--- src/core/replay_pkg.sv ---
// constants, field layouts and types for the bus traffic replay engine
// assumes a 10 MHz system clock and 32-bit apb register access
package replay_pkg;

    localparam int          CLK_MHZ         = 10;
    localparam int          RSP_TIMEOUT_US  = 14;
    localparam int          RSP_TIMEOUT_CYC = RSP_TIMEOUT_US * CLK_MHZ;
    localparam int          BUF_BYTES       = 32'h0002_0000;
    localparam int          HALF_BYTES      = 32'h0001_0000;

    localparam logic [11:0] CTRL_OFF        = 12'h000;
    localparam logic [11:0] BYTES_OFF       = 12'h004;
    localparam logic [11:0] RTDIS_OFF       = 12'h008;
    localparam logic [11:0] TIMEOUT_OFF     = 12'h00C;
    localparam logic [11:0] STATUS_OFF      = 12'h010;
    localparam logic [11:0] HALFCNT_OFF     = 12'h014;
    localparam logic [11:0] BASE_OFF        = 12'h018;

    localparam int          REPLAY_BIT      = 0;
    localparam int          BC_BIT          = 1;
    localparam int          RT_BIT          = 2;
    localparam int          MON_BIT         = 3;
    localparam int          HALFINT_BIT     = 4;
    localparam int          TAG_LSB         = 5;
    localparam int          START_BIT       = 8;
    localparam int          RUN_BIT         = 0;
    localparam int          REFUSED_BIT     = 1;
    localparam int          TYPE_LSB        = 28;
    localparam int          RTADDR_LSB      = 11;
    localparam int          TXDIR_BIT       = 10;

    localparam logic [15:0] TIMEOUT_RST     = 16'(RSP_TIMEOUT_CYC);
    localparam logic [31:0] BASE_RST        = 32'h0000_0000;

    typedef enum logic [3:0] {
        ENT_EMPTY = 4'h0,
        ENT_ERROR = 4'h1,
        ENT_TAGLO = 4'h2,
        ENT_TAGHI = 4'h3
    } entry_kind_type;

    typedef enum logic [1:0] {
        WORD_CMD  = 2'b00,
        WORD_CMD2 = 2'b01,
        WORD_DATA = 2'b10,
        WORD_STAT = 2'b11
    } word_kind_type;

    typedef enum logic [1:0] {
        TAG_NONE = 2'b00,
        TAG_LOW  = 2'b01,
        TAG_FULL = 2'b10
    } tag_mode_type;

    typedef enum logic [2:0] {
        ST_IDLE = 3'b000,
        ST_FETCH = 3'b001,
        ST_DECODE = 3'b010,
        ST_SEND = 3'b011,
        ST_WAIT = 3'b100
    } state_type;

    typedef struct packed {
        logic          secondary;
        word_kind_type kind;
        logic [15:0]   word;
    } tx_word_type;

    typedef struct packed {
        logic        high;
        logic [26:0] value;
    } tag_out_type;

    // field order follows the control word, so readback is the struct itself
    typedef struct packed {
        tag_mode_type tagMode;
        logic         halfIntEn;
        logic         monEn;
        logic         rtEn;
        logic         bcEn;
        logic         replayEn;
    } ctrl_type;

endpackage

--- src/core/bus_traffic_replay_engine.sv ---
// replay engine: fetches recorded monitor entries from a circular buffer in
// global ram and re-issues them as bus master; apb registers, one clock.
// assumes a ram read port that answers memReq with a one-cycle memAck, and
// a bus encoder that takes txWord on txValid and txReady.
`timescale 1ns/1ps
module bus_traffic_replay_engine #(
    parameter int BUF_BYTES = replay_pkg::BUF_BYTES,
    parameter int TO_WIDTH  = 16
) (
    input  wire logic               clk,
    input  wire logic               resetn,
    input  wire logic               clkEn,
    input  wire logic               psel,
    input  wire logic               penable,
    input  wire logic               pwrite,
    input  wire logic [11:0]        paddr,
    input  wire logic [31:0]        pwdata,
    output logic [31:0]             prdata,
    output logic                    pready,
    output logic                    pslverr,
    output logic                    memReq,
    output logic [31:0]             memAddr,
    input  wire logic               memAck,
    input  wire logic [31:0]        memData,
    output logic                    txValid,
    output replay_pkg::tx_word_type txWord,
    input  wire logic               txReady,
    input  wire logic               rxValid,
    output logic                    tagValid,
    output replay_pkg::tag_out_type tagOut,
    output logic                    halfIntr,
    output logic                    replayActive,
    output logic                    bcEnable,
    output logic                    rtEnable,
    output logic                    monEnable
);

    localparam int WORDS = BUF_BYTES / 4;
    localparam int PW    = $clog2(WORDS);

    if ((WORDS < 4) || ((1 << PW) != WORDS) || (TO_WIDTH < 2) || (TO_WIDTH > 32))
    begin : g_chk
        $error("buffer size must be a power of two words, timeout width 2..32");
    end

    logic [1:0]              rstSyncFf;
    logic                    rstn;
    replay_pkg::state_type   stateFf;
    replay_pkg::state_type   nxt_state;
    replay_pkg::ctrl_type    ctrlFf;
    replay_pkg::ctrl_type    nxt_ctrl;
    logic [29:0]             countFf;
    logic [29:0]             nxt_count;
    logic [31:0]             rtDisFf;
    logic [31:0]             nxt_rtDis;
    logic [TO_WIDTH-1:0]     timeoutFf;
    logic [TO_WIDTH-1:0]     nxt_timeout;
    logic [31:0]             baseFf;
    logic [31:0]             nxt_base;
    logic                    refusedFf;
    logic                    nxt_refused;
    logic [15:0]             halfCntFf;
    logic [15:0]             nxt_halfCnt;
    logic [PW-1:0]           ptrFf;
    logic [PW-1:0]           nxt_ptr;
    logic [31:0]             addrFf;
    logic [31:0]             nxt_addr;
    logic [31:0]             entryFf;
    logic [31:0]             nxt_entry;
    logic                    curDisFf;
    logic                    nxt_curDis;
    logic                    curTxFf;
    logic                    nxt_curTx;
    replay_pkg::tx_word_type txFf;
    replay_pkg::tx_word_type nxt_tx;
    replay_pkg::tag_out_type tagFf;
    replay_pkg::tag_out_type nxt_tag;
    logic                    tagValidFf;
    logic                    nxt_tagValid;
    logic                    halfFf;
    logic                    nxt_half;
    logic                    halfEvtFf;
    logic                    nxt_halfEvt;
    logic [31:0]             prdataFf;
    logic [31:0]             nxt_prdata;
    logic                    slvErrFf;
    logic                    nxt_slvErr;
    logic                    timerStart;
    logic                    timedOut;
    logic                    wrAcc;
    logic                    startReq;
    logic [3:0]              entType;
    logic [15:0]             busWord;

    // a write lands only at the access edge
    function automatic logic mapped(input logic [11:0] a);
        if (a == replay_pkg::CTRL_OFF) mapped = 1'b1;
        else if (a == replay_pkg::BYTES_OFF) mapped = 1'b1;
        else if (a == replay_pkg::RTDIS_OFF) mapped = 1'b1;
        else if (a == replay_pkg::TIMEOUT_OFF) mapped = 1'b1;
        else if (a == replay_pkg::STATUS_OFF) mapped = 1'b1;
        else if (a == replay_pkg::HALFCNT_OFF) mapped = 1'b1;
        else if (a == replay_pkg::BASE_OFF) mapped = 1'b1;
        else mapped = 1'b0;
    endfunction

    // after an entry: next fetch unless the count ran out
    function automatic replay_pkg::state_type after_entry(input logic [29:0] cnt);
        after_entry = (cnt == '0) ? replay_pkg::ST_IDLE : replay_pkg::ST_FETCH;
    endfunction

    always_ff @(posedge clk or negedge resetn)
    begin
        if (!resetn)
        begin
            rstSyncFf <= 2'b00;
        end
        else if (clkEn)
        begin
            rstSyncFf <= {rstSyncFf[0], 1'b1};
        end
    end

    assign rstn = rstSyncFf[1];
    assign wrAcc = psel && penable && pwrite;
    assign startReq = wrAcc && (paddr == replay_pkg::CTRL_OFF) && pwdata[replay_pkg::START_BIT];
    assign entType = entryFf[31:replay_pkg::TYPE_LSB];
    assign busWord = entryFf[15:0];

    // register file
    always_comb
    begin
        nxt_ctrl = ctrlFf;
        nxt_rtDis = rtDisFf;
        nxt_timeout = timeoutFf;
        nxt_base = baseFf;
        nxt_refused = refusedFf;
        nxt_prdata = prdataFf;
        nxt_slvErr = slvErrFf;
        if (psel && !penable)
        begin
            nxt_slvErr = !mapped(paddr);
            nxt_prdata = 32'h0000_0000;
            if (paddr == replay_pkg::CTRL_OFF) nxt_prdata = {25'h0, ctrlFf};
            else if (paddr == replay_pkg::BYTES_OFF) nxt_prdata = {2'b00, countFf};
            else if (paddr == replay_pkg::RTDIS_OFF) nxt_prdata = rtDisFf;
            else if (paddr == replay_pkg::TIMEOUT_OFF) nxt_prdata = 32'(timeoutFf);
            else if (paddr == replay_pkg::STATUS_OFF) nxt_prdata = {30'h0, refusedFf, replayActive};
            else if (paddr == replay_pkg::HALFCNT_OFF) nxt_prdata = {16'h0000, halfCntFf};
            else if (paddr == replay_pkg::BASE_OFF) nxt_prdata = baseFf;
        end
        if (wrAcc)
        begin
            if (paddr == replay_pkg::CTRL_OFF)
            begin
                if (pwdata[replay_pkg::REPLAY_BIT] && pwdata[replay_pkg::BC_BIT])
                begin
                    nxt_refused = 1'b1;
                end
                else
                begin
                    nxt_ctrl.replayEn = pwdata[replay_pkg::REPLAY_BIT];
                    nxt_ctrl.bcEn = pwdata[replay_pkg::BC_BIT];
                end
                // no interlock with rt or monitor
                nxt_ctrl.rtEn = pwdata[replay_pkg::RT_BIT];
                nxt_ctrl.monEn = pwdata[replay_pkg::MON_BIT];
                nxt_ctrl.halfIntEn = pwdata[replay_pkg::HALFINT_BIT];
                nxt_ctrl.tagMode = replay_pkg::tag_mode_type'(pwdata[replay_pkg::TAG_LSB +: 2]);
            end
            else if (paddr == replay_pkg::RTDIS_OFF) nxt_rtDis = pwdata;
            else if (paddr == replay_pkg::TIMEOUT_OFF) nxt_timeout = pwdata[TO_WIDTH-1:0];
            else if (paddr == replay_pkg::BASE_OFF) nxt_base = pwdata;
            else if (paddr == replay_pkg::STATUS_OFF)
            begin
                // set of the same cycle wins over the clear
                if (pwdata[replay_pkg::REFUSED_BIT]) nxt_refused = 1'b0;
            end
        end
        // refusal flag stays set on simultaneous clear
        if (wrAcc && (paddr == replay_pkg::CTRL_OFF) && pwdata[replay_pkg::REPLAY_BIT]
            && pwdata[replay_pkg::BC_BIT])
        begin
            nxt_refused = 1'b1;
        end
    end

    always_ff @(posedge clk or negedge rstn)
    begin
        if (!rstn)
        begin
            ctrlFf <= '0;
            rtDisFf <= 32'h0000_0000;
            timeoutFf <= TO_WIDTH'(replay_pkg::TIMEOUT_RST);
            baseFf <= replay_pkg::BASE_RST;
            refusedFf <= 1'b0;
            prdataFf <= 32'h0000_0000;
            slvErrFf <= 1'b0;
        end
        else if (clkEn)
        begin
            ctrlFf <= nxt_ctrl;
            rtDisFf <= nxt_rtDis;
            timeoutFf <= nxt_timeout;
            baseFf <= nxt_base;
            refusedFf <= nxt_refused;
            prdataFf <= nxt_prdata;
            slvErrFf <= nxt_slvErr;
        end
    end

    // replay sequencer
    always_comb
    begin
        nxt_state = stateFf;
        nxt_count = countFf;
        nxt_halfCnt = halfCntFf;
        nxt_ptr = ptrFf;
        nxt_entry = entryFf;
        nxt_curDis = curDisFf;
        nxt_curTx = curTxFf;
        nxt_tx = txFf;
        nxt_tag = tagFf;
        nxt_tagValid = 1'b0;
        nxt_half = 1'b0;
        nxt_halfEvt = halfEvtFf;
        timerStart = 1'b0;
        memReq = 1'b0;
        txValid = 1'b0;
        if (wrAcc && (paddr == replay_pkg::BYTES_OFF) && (stateFf == replay_pkg::ST_IDLE))
        begin
            nxt_count = pwdata[31:2];
            nxt_ptr = '0;
        end
        case (stateFf)
            replay_pkg::ST_IDLE:
            begin
                if (startReq && ctrlFf.replayEn && (countFf != '0))
                begin
                    nxt_state = replay_pkg::ST_FETCH;
                end
            end
            replay_pkg::ST_FETCH:
            begin
                memReq = 1'b1;
                if (memAck)
                begin
                    // word arrives lane 0 in bits 7:0
                    nxt_entry = memData;
                    nxt_count = countFf - 1'b1;
                    nxt_ptr = ptrFf + 1'b1;
                    // last word of a half marks that half done
                    nxt_halfEvt = (ptrFf[PW-2:0] == '1);
                    nxt_state = replay_pkg::ST_DECODE;
                end
            end
            replay_pkg::ST_DECODE:
            begin
                nxt_state = after_entry(countFf);
                if (halfEvtFf)
                begin
                    nxt_halfCnt = halfCntFf + 1'b1;
                    nxt_half = ctrlFf.halfIntEn;
                    nxt_halfEvt = 1'b0;
                end
                if (entType == replay_pkg::ENT_EMPTY)
                begin
                    nxt_state = replay_pkg::ST_IDLE;
                end
                else if (entType[3])
                begin
                    nxt_tx.secondary = entType[2];
                    nxt_tx.kind = replay_pkg::word_kind_type'(entType[1:0]);
                    nxt_tx.word = busWord;
                    case (replay_pkg::word_kind_type'(entType[1:0]))
                        replay_pkg::WORD_CMD:
                        begin
                            nxt_curDis = rtDisFf[busWord[15:replay_pkg::RTADDR_LSB]];
                            nxt_curTx = busWord[replay_pkg::TXDIR_BIT];
                            nxt_state = replay_pkg::ST_SEND;
                        end
                        replay_pkg::WORD_DATA:
                        begin
                            // live rt supplies its own data
                            if (!(curDisFf && curTxFf)) nxt_state = replay_pkg::ST_SEND;
                        end
                        replay_pkg::WORD_STAT:
                        begin
                            if (curDisFf)
                            begin
                                timerStart = 1'b1;
                                nxt_state = replay_pkg::ST_WAIT;
                            end
                            else
                            begin
                                nxt_state = replay_pkg::ST_SEND;
                            end
                        end
                        default:
                        begin
                            nxt_state = replay_pkg::ST_SEND;
                        end
                    endcase
                end
                else if (entType == replay_pkg::ENT_TAGLO)
                begin
                    nxt_tag = {1'b0, entryFf[26:0]};
                    nxt_tagValid = (ctrlFf.tagMode != replay_pkg::TAG_NONE);
                end
                // high tag only in full mode
                else if (entType == replay_pkg::ENT_TAGHI)
                begin
                    nxt_tag = {1'b1, entryFf[26:0]};
                    nxt_tagValid = (ctrlFf.tagMode == replay_pkg::TAG_FULL);
                end
            end
            replay_pkg::ST_SEND:
            begin
                txValid = 1'b1;
                if (txReady) nxt_state = after_entry(countFf);
            end
            replay_pkg::ST_WAIT:
            begin
                // timeout moves on to the next entry
                if (rxValid || timedOut) nxt_state = after_entry(countFf);
            end
            default:
            begin
                nxt_state = replay_pkg::ST_IDLE;
            end
        endcase
        // clearing the enable aborts a running replay
        if (!ctrlFf.replayEn) nxt_state = replay_pkg::ST_IDLE;
        nxt_addr = baseFf + {{(30 - PW){1'b0}}, nxt_ptr, 2'b00};
    end

    always_ff @(posedge clk or negedge rstn)
    begin
        if (!rstn)
        begin
            stateFf <= replay_pkg::ST_IDLE;
            countFf <= '0;
            halfCntFf <= 16'h0000;
            ptrFf <= '0;
            addrFf <= replay_pkg::BASE_RST;
            entryFf <= 32'h0000_0000;
            curDisFf <= 1'b0;
            curTxFf <= 1'b0;
            txFf <= '0;
            tagFf <= '0;
            tagValidFf <= 1'b0;
            halfFf <= 1'b0;
            halfEvtFf <= 1'b0;
        end
        else if (clkEn)
        begin
            stateFf <= nxt_state;
            countFf <= nxt_count;
            halfCntFf <= nxt_halfCnt;
            ptrFf <= nxt_ptr;
            addrFf <= nxt_addr;
            entryFf <= nxt_entry;
            curDisFf <= nxt_curDis;
            curTxFf <= nxt_curTx;
            txFf <= nxt_tx;
            tagFf <= nxt_tag;
            tagValidFf <= nxt_tagValid;
            halfFf <= nxt_half;
            halfEvtFf <= nxt_halfEvt;
        end
    end

    replay_timer #(
        .WIDTH (TO_WIDTH)
    ) u_timer (
        .clk     (clk),
        .rstn    (rstn),
        .clkEn   (clkEn),
        .start   (timerStart),
        .cancel  (rxValid),
        .limit   (timeoutFf),
        .expired (timedOut)
    );

    // zero wait states keep the bus simple
    assign pready = penable;
    assign pslverr = penable && slvErrFf;
    assign prdata = prdataFf;
    assign memAddr = addrFf;
    assign txWord = txFf;
    assign tagValid = tagValidFf;
    assign tagOut = tagFf;
    assign halfIntr = halfFf;
    assign replayActive = (stateFf != replay_pkg::ST_IDLE);
    assign bcEnable = ctrlFf.bcEn;
    assign rtEnable = ctrlFf.rtEn;
    assign monEnable = ctrlFf.monEn;

endmodule

--- src/core/replay_timer.sv ---
// one-shot down counter used as the live response timeout
// assumes an active-low reset, asserted at once and released in step with clk
`timescale 1ns/1ps
module replay_timer #(
    parameter int WIDTH = 16
) (
    input  wire logic             clk,
    input  wire logic             rstn,
    input  wire logic             clkEn,
    input  wire logic             start,
    input  wire logic             cancel,
    input  wire logic [WIDTH-1:0] limit,
    output logic                  expired
);

    logic [WIDTH-1:0] cntFf;
    logic [WIDTH-1:0] nxt_cnt;
    logic             activeFf;
    logic             nxt_active;

    if (WIDTH < 2)
    begin : g_chk
        $error("timer width too small");
    end

    always_comb
    begin
        nxt_cnt = cntFf;
        nxt_active = activeFf;
        expired = activeFf && (cntFf == '0);
        if (start)
        begin
            // zero limit still waits one cycle
            nxt_cnt = (limit == '0) ? '0 : limit - 1'b1;
            nxt_active = 1'b1;
        end
        else if (cancel || expired)
        begin
            nxt_active = 1'b0;
        end
        else if (activeFf)
        begin
            nxt_cnt = cntFf - 1'b1;
        end
    end

    always_ff @(posedge clk or negedge rstn)
    begin
        if (!rstn)
        begin
            cntFf <= '0;
            activeFf <= 1'b0;
        end
        else if (clkEn)
        begin
            cntFf <= nxt_cnt;
            activeFf <= nxt_active;
        end
    end

endmodule

--- config.mk ---
export PLATFORM = sky130hd
export DESIGN_NAME = bus_traffic_replay_engine
export DESIGN_NICKNAME = d
export VERILOG_FILES = /design/src/core/replay_pkg.sv /design/src/core/bus_traffic_replay_engine.sv /design/src/core/replay_timer.sv
export SDC_FILE = /design/constraint.sdc
export NUM_CORES = 1
export LEC_CHECK = 0
export ABC_AREA = 1
export BUFFER_PORTS_ARGS = -buffer_cell sky130_fd_sc_hd__clkbuf_2
export CORE_ASPECT_RATIO = 0.7
export CORE_UTILIZATION = 54
export DETAILED_ROUTE_END_ITERATION = 7
export PLACE_DENSITY = 0.78
export SETUP_SLACK_MARGIN = 0.1
export SYNTH_ARGS = -nofsm -noshare
export SYNTH_HDL_FRONTEND = slang
export SYNTH_HIERARCHICAL = 1
export SYNTH_SLANG_ARGS = --single-unit
--- constraint.sdc ---
create_clock -name clk -period 9.65 [get_ports clk]
set_input_delay 0.965 -clock clk [delete_from_list [all_inputs] [get_ports clk]]
set_output_delay 0.965 -clock clk [all_outputs]
set_load 0.02 [all_outputs]
==> results of run 1 <==
==> flip-flops by register name, indices dropped and copies added, names as in the netlist, 2 cells and up <==
signal and count:
timeoutFf 16, ctrlFf 4, prdata 32, rtDisFf 32, ptrFf 15, u_timer/cntFf 16
countFf 30, memAddr 32, halfCntFf 16, tagOut 28, rstSyncFf 2, baseFf 32
txWord 19, entryFf 31, stateFf 3
==> cells in the final DEF, fill, tap and decap left out, types with 15 or more instances in the layout <==
| cell type | instances |
|---|---|
| nand2_1 | 808 |
| dfrtp_1 | 315 |
| o21ai_0 | 273 |
| inv_1 | 262 |
| clkbuf_2 | 203 |
| nand3_1 | 202 |
| nor2_1 | 190 |
| a21oi_1 | 76 |
| nand4_1 | 42 |
| clkbuf_16 | 35 |
| o21ai_1 | 28 |
| ha_1 | 22 |
| nor3_1 | 19 |
| xor2_1 | 18 |
| o211ai_1 | 17 |
| nand3b_1 | 16 |
| o22ai_1 | 15 |
==> power by group <==
part	internal (W)	total, W	switching, W
logic	0.000402	0.00127	0.000871
registers	0.00159	0.00184	0.000250
clock network	0.000846	0.00143	0.000586
==> synth_stat cells, drive strengths merged, types with 2 or more instances <==
cell | number | area share, %
inv | 274 | 5.7
dfstp | 3 | 0.44
o21bai | 5 | 0.21
clkbuf | 36 | 0.77
a31oi | 4 | 0.14
xor2 | 18 | 0.88
o211ai | 17 | 0.71
ha | 22 | 1.5
nand4 | 43 | 1.6
buf | 48 | 1.5
nand2 | 821 | 17
nor3 | 24 | 0.88
o21ai | 301 | 8.4
or2 | 7 | 0.24
dfrtp | 316 | 44
clkinv | 3 | 0.070
a21oi | 77 | 2.2
o22ai | 15 | 0.52
nor2 | 206 | 4.8
a22oi | 3 | 0.13
nand3 | 205 | 5.8
o31ai | 2 | 0.084
nand3b | 16 | 0.67
xnor2 | 11 | 0.54
and2 | 6 | 0.21
==> stage by stage <==
stage / area [um^2] / cells / total power (W)
after global routing: 20400 / 3107 / 0.00479
after detailed placement: 19200 / 3046 / 0.00309
final: 20400 / 3107 / 0.00454
after floorplan: 17900 / 2491 / 0.00269
after CTS: 20400 / 3107 / 0.00452
after global placement: 19200 / 3046 / 0.00305
==> area by class of cell <==
cell class	count	area share [%]
multi-input cells	1811	41.7
flip-flops and latches	319	39.2
repair buffers	212	5.36
inverters	277	5.12
clock buffers	43	4.69
well taps	427	2.62
clock inverters	18	1.27
==> final timing paths <==
check                                         start                        to  slack [ns]
min in group clk           rstSyncFf[0]$_DFFE_PN0P_  rstSyncFf[0]$_DFFE_PN0P_        0.46
setup / recovery             stateFf[2]$_DFFE_PN0P_   memAddr[24]$_DFFE_PN0P_        5.20
hold / removal                               resetn  rstSyncFf[0]$_DFFE_PN0P_        0.22
setup reg to reg             stateFf[2]$_DFFE_PN0P_   memAddr[24]$_DFFE_PN0P_        5.20
max in group asynchronous  rstSyncFf[1]$_DFFE_PN0P_     tagOut[9]$_DFFE_PN0P_        7.15
hold reg to reg            rstSyncFf[1]$_DFFE_PN0P_      ptrFf[9]$_DFFE_PN0P_        0.35
==> cell families (layout without fill, tap and decap cells) <==
group / Yosys count / after routing / share of synthesized area [%]
simple gates: 1330 / 1330 / 31.8
buf+inv: 361 / 550 / 8.04
fa+ha+maj: 23 / 23 / 1.65
compound gates: 429 / 429 / 12.6
xor+xnor: 29 / 29 / 1.42
flops: 319 / 319 / 44.5
==> worst register-to-register path, cell delays in order, from the launching register on <==
cell	delay, ns
dfrtp_1	0.52
nor2_4	0.10
nand2_2	0.13
nor2_4	0.04
buf_4	0.26
inv_2	0.47
nand2_4	0.22
inv_4	0.29
nor2_1	0.09
a21oi_1	0.14
ha_1	0.24
inv_1	0.09
fa_1	0.42
o21ai_1	0.38
nand2_1	0.09
nand2_1	0.20
nand2_1	0.13
nand2_1	0.19
nand4_1	0.19
nand3_1	0.12
nand2_1	0.06
==> metal layers <==
| layer | up-vias | global-route usage (%) | wire length [um] |
|---|---|---|---|
| met5 | - | 0 | 0 |
| met4 | 0 | 8.93 | 1360 |
| met3 | 107 | 9.40 | 6670 |
| met2 | 963 | 46.3 | 23500 |
| met1 | 8430 | 52.4 | 25800 |
| li1 | 8383 | - | - |
==> results.toml, run 1 <==
[global_routing]
grt_pass1_wl_um = 89700
grt_use_total_pct = 34.0
grt_pass1_vias = 16200
grt_max_degree = 183
globalRouteOverflowTotal = 0
antenna_found_initial = 1

[setup_path]
cpLargestDelayFamily = "simple AND/OR/NAND/NOR gates"
ff2ff_path_depth = 20
worstPathArrival_ns = 4.90
cp-start-kind = "flop"
cp.depth = 20
path_cells = "nor2_4 > nand2_2 > nor2_4 > buf_4 > inv_2 > nand2_4 > inv_4 > nor2_1 > a21oi_1 > ha_1 > inv_1 > fa_1 > o21ai_1 > nand2_1 > nand2_1 > nand2_1 > nand2_1 > nand4_1 > nand3_1 > nand2_1"
critPathKind = "flop to flop"
cpPeakStageDelay_ns = 0.52
cpMostUsedCell = "nand2_1"
critPathCaptureType = "flop"
path_max_fanout = 34
critPathBufInv = 4
critical_path_required_ns = 10.09
slowest_stage = "dfrtp_1"

[routing]
wl_um = 57300
dr.pass1.iters = 8
drt_iter0_drc = 2296
final_antenna_net_count = 0
drcViolationCount = 9
avgViaCountPerCell = 5.76
post_drt_wl_per_cell_um = 18.4
vias = 17900

[cells_and_area]
drive_above_1_share_pct = 12.4
fill_cells = 2917
final_core_util_pct = 62.8
multi_input_area_um2 = 8510
fin_nets = 2763
seq_area_um2 = 7990
diodes = 0
syn2layout_area_growth_pct = 13.7

[timing]
fin_worst_skew_ns = 0.0317
setup_slack_ns = 5.20
holdWs_ns = 0.217
rsz0062_at_grt = "no"
tightest_slew_ns = 1.14
tns_ns = 0
drv_slew = 0
finalCritPeriodShare_pct = 46.1
relSlewSlack_pct = 23.7
max_freq_mhz = 225
hold_violations = 0
period_minus_slack_ns = 4.45
finalSetupViolations = 0

[synth]
async_reset_ff_share_pct = 100
ys_seq_area_share_pct = 44.5
yosysWarningCount = 6
syn_area_per_cell_um2 = 7.20
yosysUniqueCellTypes = 53
netlist_area_um2 = 17900
ys.flop_type = "dfrtp_1"
synth_edf_count = 0
ys_seq_elements = 319
syn_inst = 2491
postSynthNetCount = 2599

[cts]
postCtsSetupBuffers = 0
cts_buffers = 34
cts_tree = "done"
clkTransAtPathRegs_ns = 0.07
ctsHtreeMaxLevel = 2
cts_root_buffer = "clkbuf_16"
clock-sinks = 319
ctsResizeCount = 0
insertion_delay_ns = 0.55
clk_path_buf_depth = 3
ctsHoldBuffers = 0

[placed_design]
place_ws_ns = 4.87
place.gp.congestion = 0.985
detailed_place_hpwl_um = 41900
portBuffers = 204

[power_and_ir_drop]
p_leak_nw = 10.4
power_density_nw_per_um2 = 223
vdd_drop_max_mv = 0.181

[floorplan]
core_region_area_um2 = 32500
die_area_um2 = 34000
core.rowCount = 55
die_h_um = 154
floorplan.initialDensity_pct = 55.2
num_io_pins = 206
die_w_um = 220

[run]
drv_cap = 0

[run_status]
status = "finished, violations left"
failed_checks = "DRC"

[min_path]
hold_path.class = "input pin to asynchronous set/reset pin"
Note: power is estimated with default switching activity, not from simulation.
==> run 2, diff against run 1 <==
- ABC_AREA: 1 -> 0
- CORE_UTILIZATION: 54 -> 53
- PLACE_DENSITY: 0.78 -> 0.77
- clock period: 9.65 -> 3.85 ns (I/O delays scaled with it)
==> results.toml, run 2 <==
[routing]
drt_iter0_drc = 1372
avgViaCountPerCell = 6.22
post_drt_wl_per_cell_um = 21.9
wl_um = 47000
final_antenna_net_count = 0
drcViolationCount = 0
dr.pass1.iters = 6
vias = 13400

[cts]
ctsHtreeMaxLevel = 1
clock-sinks = 319
clkTransAtPathRegs_ns = 0.07
cts_tree = "done"
insertion_delay_ns = 0.58
cts_buffers = 31
cts_root_buffer = "clkbuf_16"
clk_path_buf_depth = 3
postCtsSetupBuffers = 0

[power_and_ir_drop]
vdd_drop_max_mv = 0.309
p_leak_nw = 8.96
power_density_nw_per_um2 = 361
power_w = 0.00684

[synth]
ys_seq_area_share_pct = 48.8
postSynthNetCount = 1623
syn_inst = 1515
yosysUniqueCellTypes = 89
synth_top_area_share_pct = 48.3
async_reset_ff_share_pct = 100
netlist_area_um2 = 16400
yosysWarningCount = 6
ys_top_cells_by_count = "dfrtp_1 (316), mux2_2 (157), nand2_1 (109), nor2_1 (101)"
synthTopCellsByArea = "dfrtp_1 (48%), mux2_2 (11%), a21oi_1 (2.9%)"
syn_area_per_cell_um2 = 10.8
synth_edf_count = 0
synth_top_area_cell = "dfrtp_1"
ys_seq_elements = 319
ys.flop_type = "dfrtp_1"
yosysMostFrequentCell = "dfrtp_1"

[timing]
hold_violations = 0
finalSetupViolations = 0
fin_worst_skew_ns = 0.00886
finalCritPeriodShare_pct = 92.2
max_freq_mhz = 282
rsz0062_at_grt = "no"
tightest_slew_ns = 1.09
period_minus_slack_ns = 3.55
drv_slew = 0
tns_ns = 0
relSlewSlack_pct = 26.6

[global_routing]
globalRouteOverflowTotal = 0
grt_max_degree = 94
grt_use_total_pct = 29.9
grt_pass1_vias = 12700
grt_pass1_wl_um = 73200
antenna_found_initial = 1

[floorplan]
die_h_um = 149
num_io_pins = 206
die_w_um = 212
die_area_um2 = 31600
core.rowCount = 53
core_region_area_um2 = 30200
floorplan.initialDensity_pct = 54.2

[min_path]
hold_path.class = "input pin to flop"

[setup_path]
critPathBufInv = 0
path_cells = "or3_4 > nor2_2 > and2_1 > nor2_1 > o21ai_0 > o21ai_0 > ha_1 > nor2b_1 > o31a_1 > or2_2 > a41o_1 > xor2_1 > mux2_2"
worstPathArrival_ns = 4.01
cpPeakStageDelay_ns = 0.43
critPathCaptureType = "flop"
critPathKind = "flop to flop"
cpLargestDelayFamily = "simple AND/OR/NAND/NOR gates"
slowest_stage = "or3_4"
cpMostUsedCell = "o21ai_0"
path_max_fanout = 4
cp-start-kind = "flop"
critical_path_required_ns = 4.31

[cells_and_area]
drive_above_1_share_pct = 30.1
fin_nets = 1822
syn2layout_area_growth_pct = 15.9
layout_common_cells = "dfrtp_1 (315), clkbuf_2 (203), mux2_2 (157), nand2_1 (108), nor2_1 (97)"
final_common_cell = "dfrtp_1"
final_core_util_pct = 62.9

[placed_design]
portBuffers = 204
place.gp.congestion = 0.937
detailed_place_hpwl_um = 34100

[run]
drv_cap = 0

[run_status]
status = "complete, no violations"
-- run 2: metal layers --
metal / GRT usage (%) / up-vias / wire length, um
li1: - / 6013 / -
met1: 44.1 / 6686 / 20600
met2: 42.5 / 596 / 20100
met3: 9.85 / 81 / 5110
met4: 7.03 / 0 / 1120
met5: 0 / - / 0
-- run 2: repair_timing --
item                                    in CTS  in global routing
endpoints found under the hold margin        2                  0
hold buffers                                 1                  0
gates resized for setup                      0                 10
endpoints found under the setup margin       0                 17
-- run 2: cell families (layout without fill, tap and decap cells) --
group / count (synthesis) / in the layout / share of synthesized area, %
DFF: 319 / 319 / 48.8
xor gates and xnor gates: 55 / 55 / 2.94
other: 0 / 2 / 0
adders and majority gates: 23 / 23 / 1.80
muxes: 200 / 200 / 14.3
and+or+nand+nor: 412 / 412 / 13.4
buffers and inverters: 118 / 339 / 3.20
AOI/OAI and AO/OA: 388 / 388 / 15.5
-- run 2: area by class of cell --
class                   instances  area, um^2
flip-flops and latches        319        7990
clock inverters                14         133
fillers                      2443       11200
repair buffers                249        1400
well taps                     412         515
inverters                      35         131
multi-input cells            1078        7920
clock buffers                  41         883
diodes                          2        5.00
-- run 2: power by group --
part / internal [W] / switching [W] / total, W
Sequential: 0.00341 / 0.0000515 / 0.00346
Combinational: 0.000116 / 0.000197 / 0.000314
Clock: 0.00174 / 0.00133 / 0.00307
-- run 2: final timing paths --
path | from | endpoint | slack [ns] | depth (start not counted)
worst max-delay path | stateFf[2]$_DFFE_PN0P_ | memAddr[12]$_DFFE_PN0P_ | 0.30 | 13
worst min-delay path | memData[9] | entryFf[9]$_DFFE_PN0P_ | 0.04 | 2
worst max register to register | stateFf[2]$_DFFE_PN0P_ | memAddr[12]$_DFFE_PN0P_ | 0.30 | 13
worst min register to register | rstSyncFf[1]$_DFFE_PN0P_ | memAddr[4]$_DFFE_PN0P_ | 0.46 | 0
max in group asynchronous | rstSyncFf[1]$_DFFE_PN0P_ | prdata[30]$_DFFE_PN0P_ | 2.21 | 1
min in group asynchronous | resetn | rstSyncFf[1]$_DFFE_PN0P_ | 0.11 | 2
-- run 2: through the flow --
stage / area (um^2) / std cells / hold slack (ns) / setup slack, ns
after floorplan: 16400 / 1515 / 0.0894 / 0.166
after global placement: 17900 / 2092 / 0.171 / 0.217
after detailed placement: 17900 / 2092 / 0.173 / 0.115
after CTS: 18900 / 2148 / 0.0234 / 0.282
after global routing: 19000 / 2149 / 0.0289 / 0.0864
final: 19000 / 2150 / 0.0395 / 0.299
==> run 3, diff against run 2 <==
- ABC_AREA: 0 -> 1
- CORE_UTILIZATION: 53 -> 64
- PLACE_DENSITY: 0.77 -> 0.86
- clock period: 3.85 -> 4.58 ns (I/O delays scaled with it)
==> results.toml, run 3 (synthesis results as in run 1) <==
[run_status]
status = "complete, no violations"

[power_and_ir_drop]
power_w = 0.00913
vdd_drop_max_mv = 0.415
switching_share_pct = 38.9
intPower_w = 0.00557
power_density_nw_per_um2 = 454
pwr-share-clk_pct = 27.6
p_sw_w = 0.00355
comb_power_share_pct = 29.8
seqPwrFrac_pct = 42.6
p_leak_nw = 10.3

[timing]
holdWs_ns = 0.0700
finalCritPeriodShare_pct = 82.2
tns_ns = 0
fin_worst_skew_ns = 0.0264
period_minus_slack_ns = 3.77
tightest_slew_ns = 1.02
rsz0062_at_grt = "no"
hold_violations = 0
relSlewSlack_pct = 32.0
setup_slack_ns = 0.815
finalSetupViolations = 0
drv_slew = 0
max_freq_mhz = 266

[setup_path]
worstPathArrival_ns = 4.25
critPathKind = "flop to flop"
cp-start-kind = "flop"
path_max_fanout = 19
rr_startpoint = "stateFf[2]$_DFFE_PN0P_"
critical_path_required_ns = 5.07
worstSetupStartpoint = "stateFf[2]$_DFFE_PN0P_"
critPathCaptureType = "flop"

[cells_and_area]
diodes = 0
drive_above_1_share_pct = 11.9
fin_nets = 2764
layout_common_cells = "nand2_1 (808), dfrtp_1 (315), o21ai_0 (273), inv_1 (262), clkbuf_2 (203)"
final_common_cell = "nand2_1"
syn2layout_area_growth_pct = 12.1

[global_routing]
grt_use_total_pct = 39.8
globalRouteOverflowTotal = 0
grt_pass1_wl_um = 89600
grt_pass1_vias = 16400
antenna_found_initial = 1
grt_max_degree = 156

[cts]
cts_buffers = 30
clock-sinks = 319
ctsResizeCount = 0
insertion_delay_ns = 0.60
cts_tree = "done"
clkTransAtPathRegs_ns = 0.07
cts_root_buffer = "clkbuf_16"
postCtsSetupBuffers = 0
clk_path_buf_depth = 3
ctsHtreeMaxLevel = 1

[floorplan]
die_w_um = 202
die_area_um2 = 28700
floorplan.initialDensity_pct = 66.1
core.rowCount = 50
core_region_area_um2 = 27200
die_h_um = 142
num_io_pins = 206

[routing]
final_antenna_net_count = 0
drt_iter0_drc = 2529
vias = 18000
dr.pass1.iters = 7
wl_um = 57300
avgViaCountPerCell = 5.92
drcViolationCount = 0
post_drt_wl_per_cell_um = 18.9

[min_path]
min_from = "memData[4]"
hold_path.class = "input pin to flop"

[run]
drv_cap = 0

[placed_design]
place_ws_ns = 0.737
detailed_place_hpwl_um = 41900
place.gp.congestion = 1.02
portBuffers = 204
[run 3: what timing repair did]
item                                   4_1_cts  5_1_grt
hold buffers                                 1        0
setup endpoints to repair                    0        0
endpoints found under the hold margin        2        0
[run 3: final timing paths]
kind	cells after the start	slack, ns	endpoint
worst max register to register	19	0.81	memAddr[24]$_DFFE_PN0P_
worst max-delay path	19	0.81	memAddr[24]$_DFFE_PN0P_
max in group asynchronous	1	2.97	monEnable$_DFFE_PN0P_
worst min register to register	0	0.34	memAddr[0]$_DFFE_PN0P_
worst min-delay path	3	0.07	entryFf[4]$_DFFE_PN0P_
min in group asynchronous	2	0.19	rstSyncFf[1]$_DFFE_PN0P_
[run 3: cell type report]
| cell class | count | area (um^2) |
|---|---|---|
| fillers | 2180 | 7040 |
| repair buffers | 217 | 1150 |
| multi-input cells | 1811 | 8510 |
| well taps | 364 | 455 |
| flip-flops and latches | 319 | 7990 |
| inverters | 277 | 1040 |
| clock buffers | 44 | 833 |
| clock inverters | 10 | 134 |
[run 3: worst max-delay path, cell delays in order, from the launching register on]
cell and delay [ns]:
dfrtp_1 0.51, nor2_4 0.09, nand2_2 0.12, inv_2 0.07, nand4_4 0.22, nand2_4 0.18
inv_4 0.25, nor2_1 0.09, a21oi_1 0.15, ha_1 0.21, inv_1 0.08, fa_1 0.40
o21ai_1 0.37, nand2_1 0.11, nand2_1 0.20, nand2_1 0.10, nand2_1 0.19, nand4_1 0.13
nand3_1 0.10, nand2_1 0.07
[run 3: through the flow]
stage | util (%) | std cells | cell area [um^2]
finish | 74.1 | 3042 | 20100
global route | 74.1 | 3042 | 20100
CTS | 74.1 | 3042 | 20100
detailed placement | 70.5 | 2987 | 19100
global placement | 70.5 | 2987 | 19100
floorplan | - | 2491 | 17900
[run 3: power by group through the flow]
| stage | combinational, W | sequential, W | clock (W) |
|---|---|---|---|
| floorplan | 0.00166 | 0.00400 | 0 |
| global placement | 0.00256 | 0.00387 | 0 |
| detailed placement | 0.00265 | 0.00390 | 0 |
| CTS | 0.00267 | 0.00386 | 0.00252 |
| global route | 0.00300 | 0.00394 | 0.00263 |
| finish | 0.00272 | 0.00389 | 0.00252 |
[run 3: metal layers]
| layer | GRT usage, % | vias to the layer above | part of all wire [%] |
|---|---|---|---|
| met1 | 60.3 | 8424 | 43 |
| met2 | 54.8 | 1105 | 41 |
| met3 | 13.1 | 116 | 14 |
| met4 | 9.66 | 2 | 2.4 |
| met5 | 0 | - | 0.021 |
| li1 | - | 8375 | - |
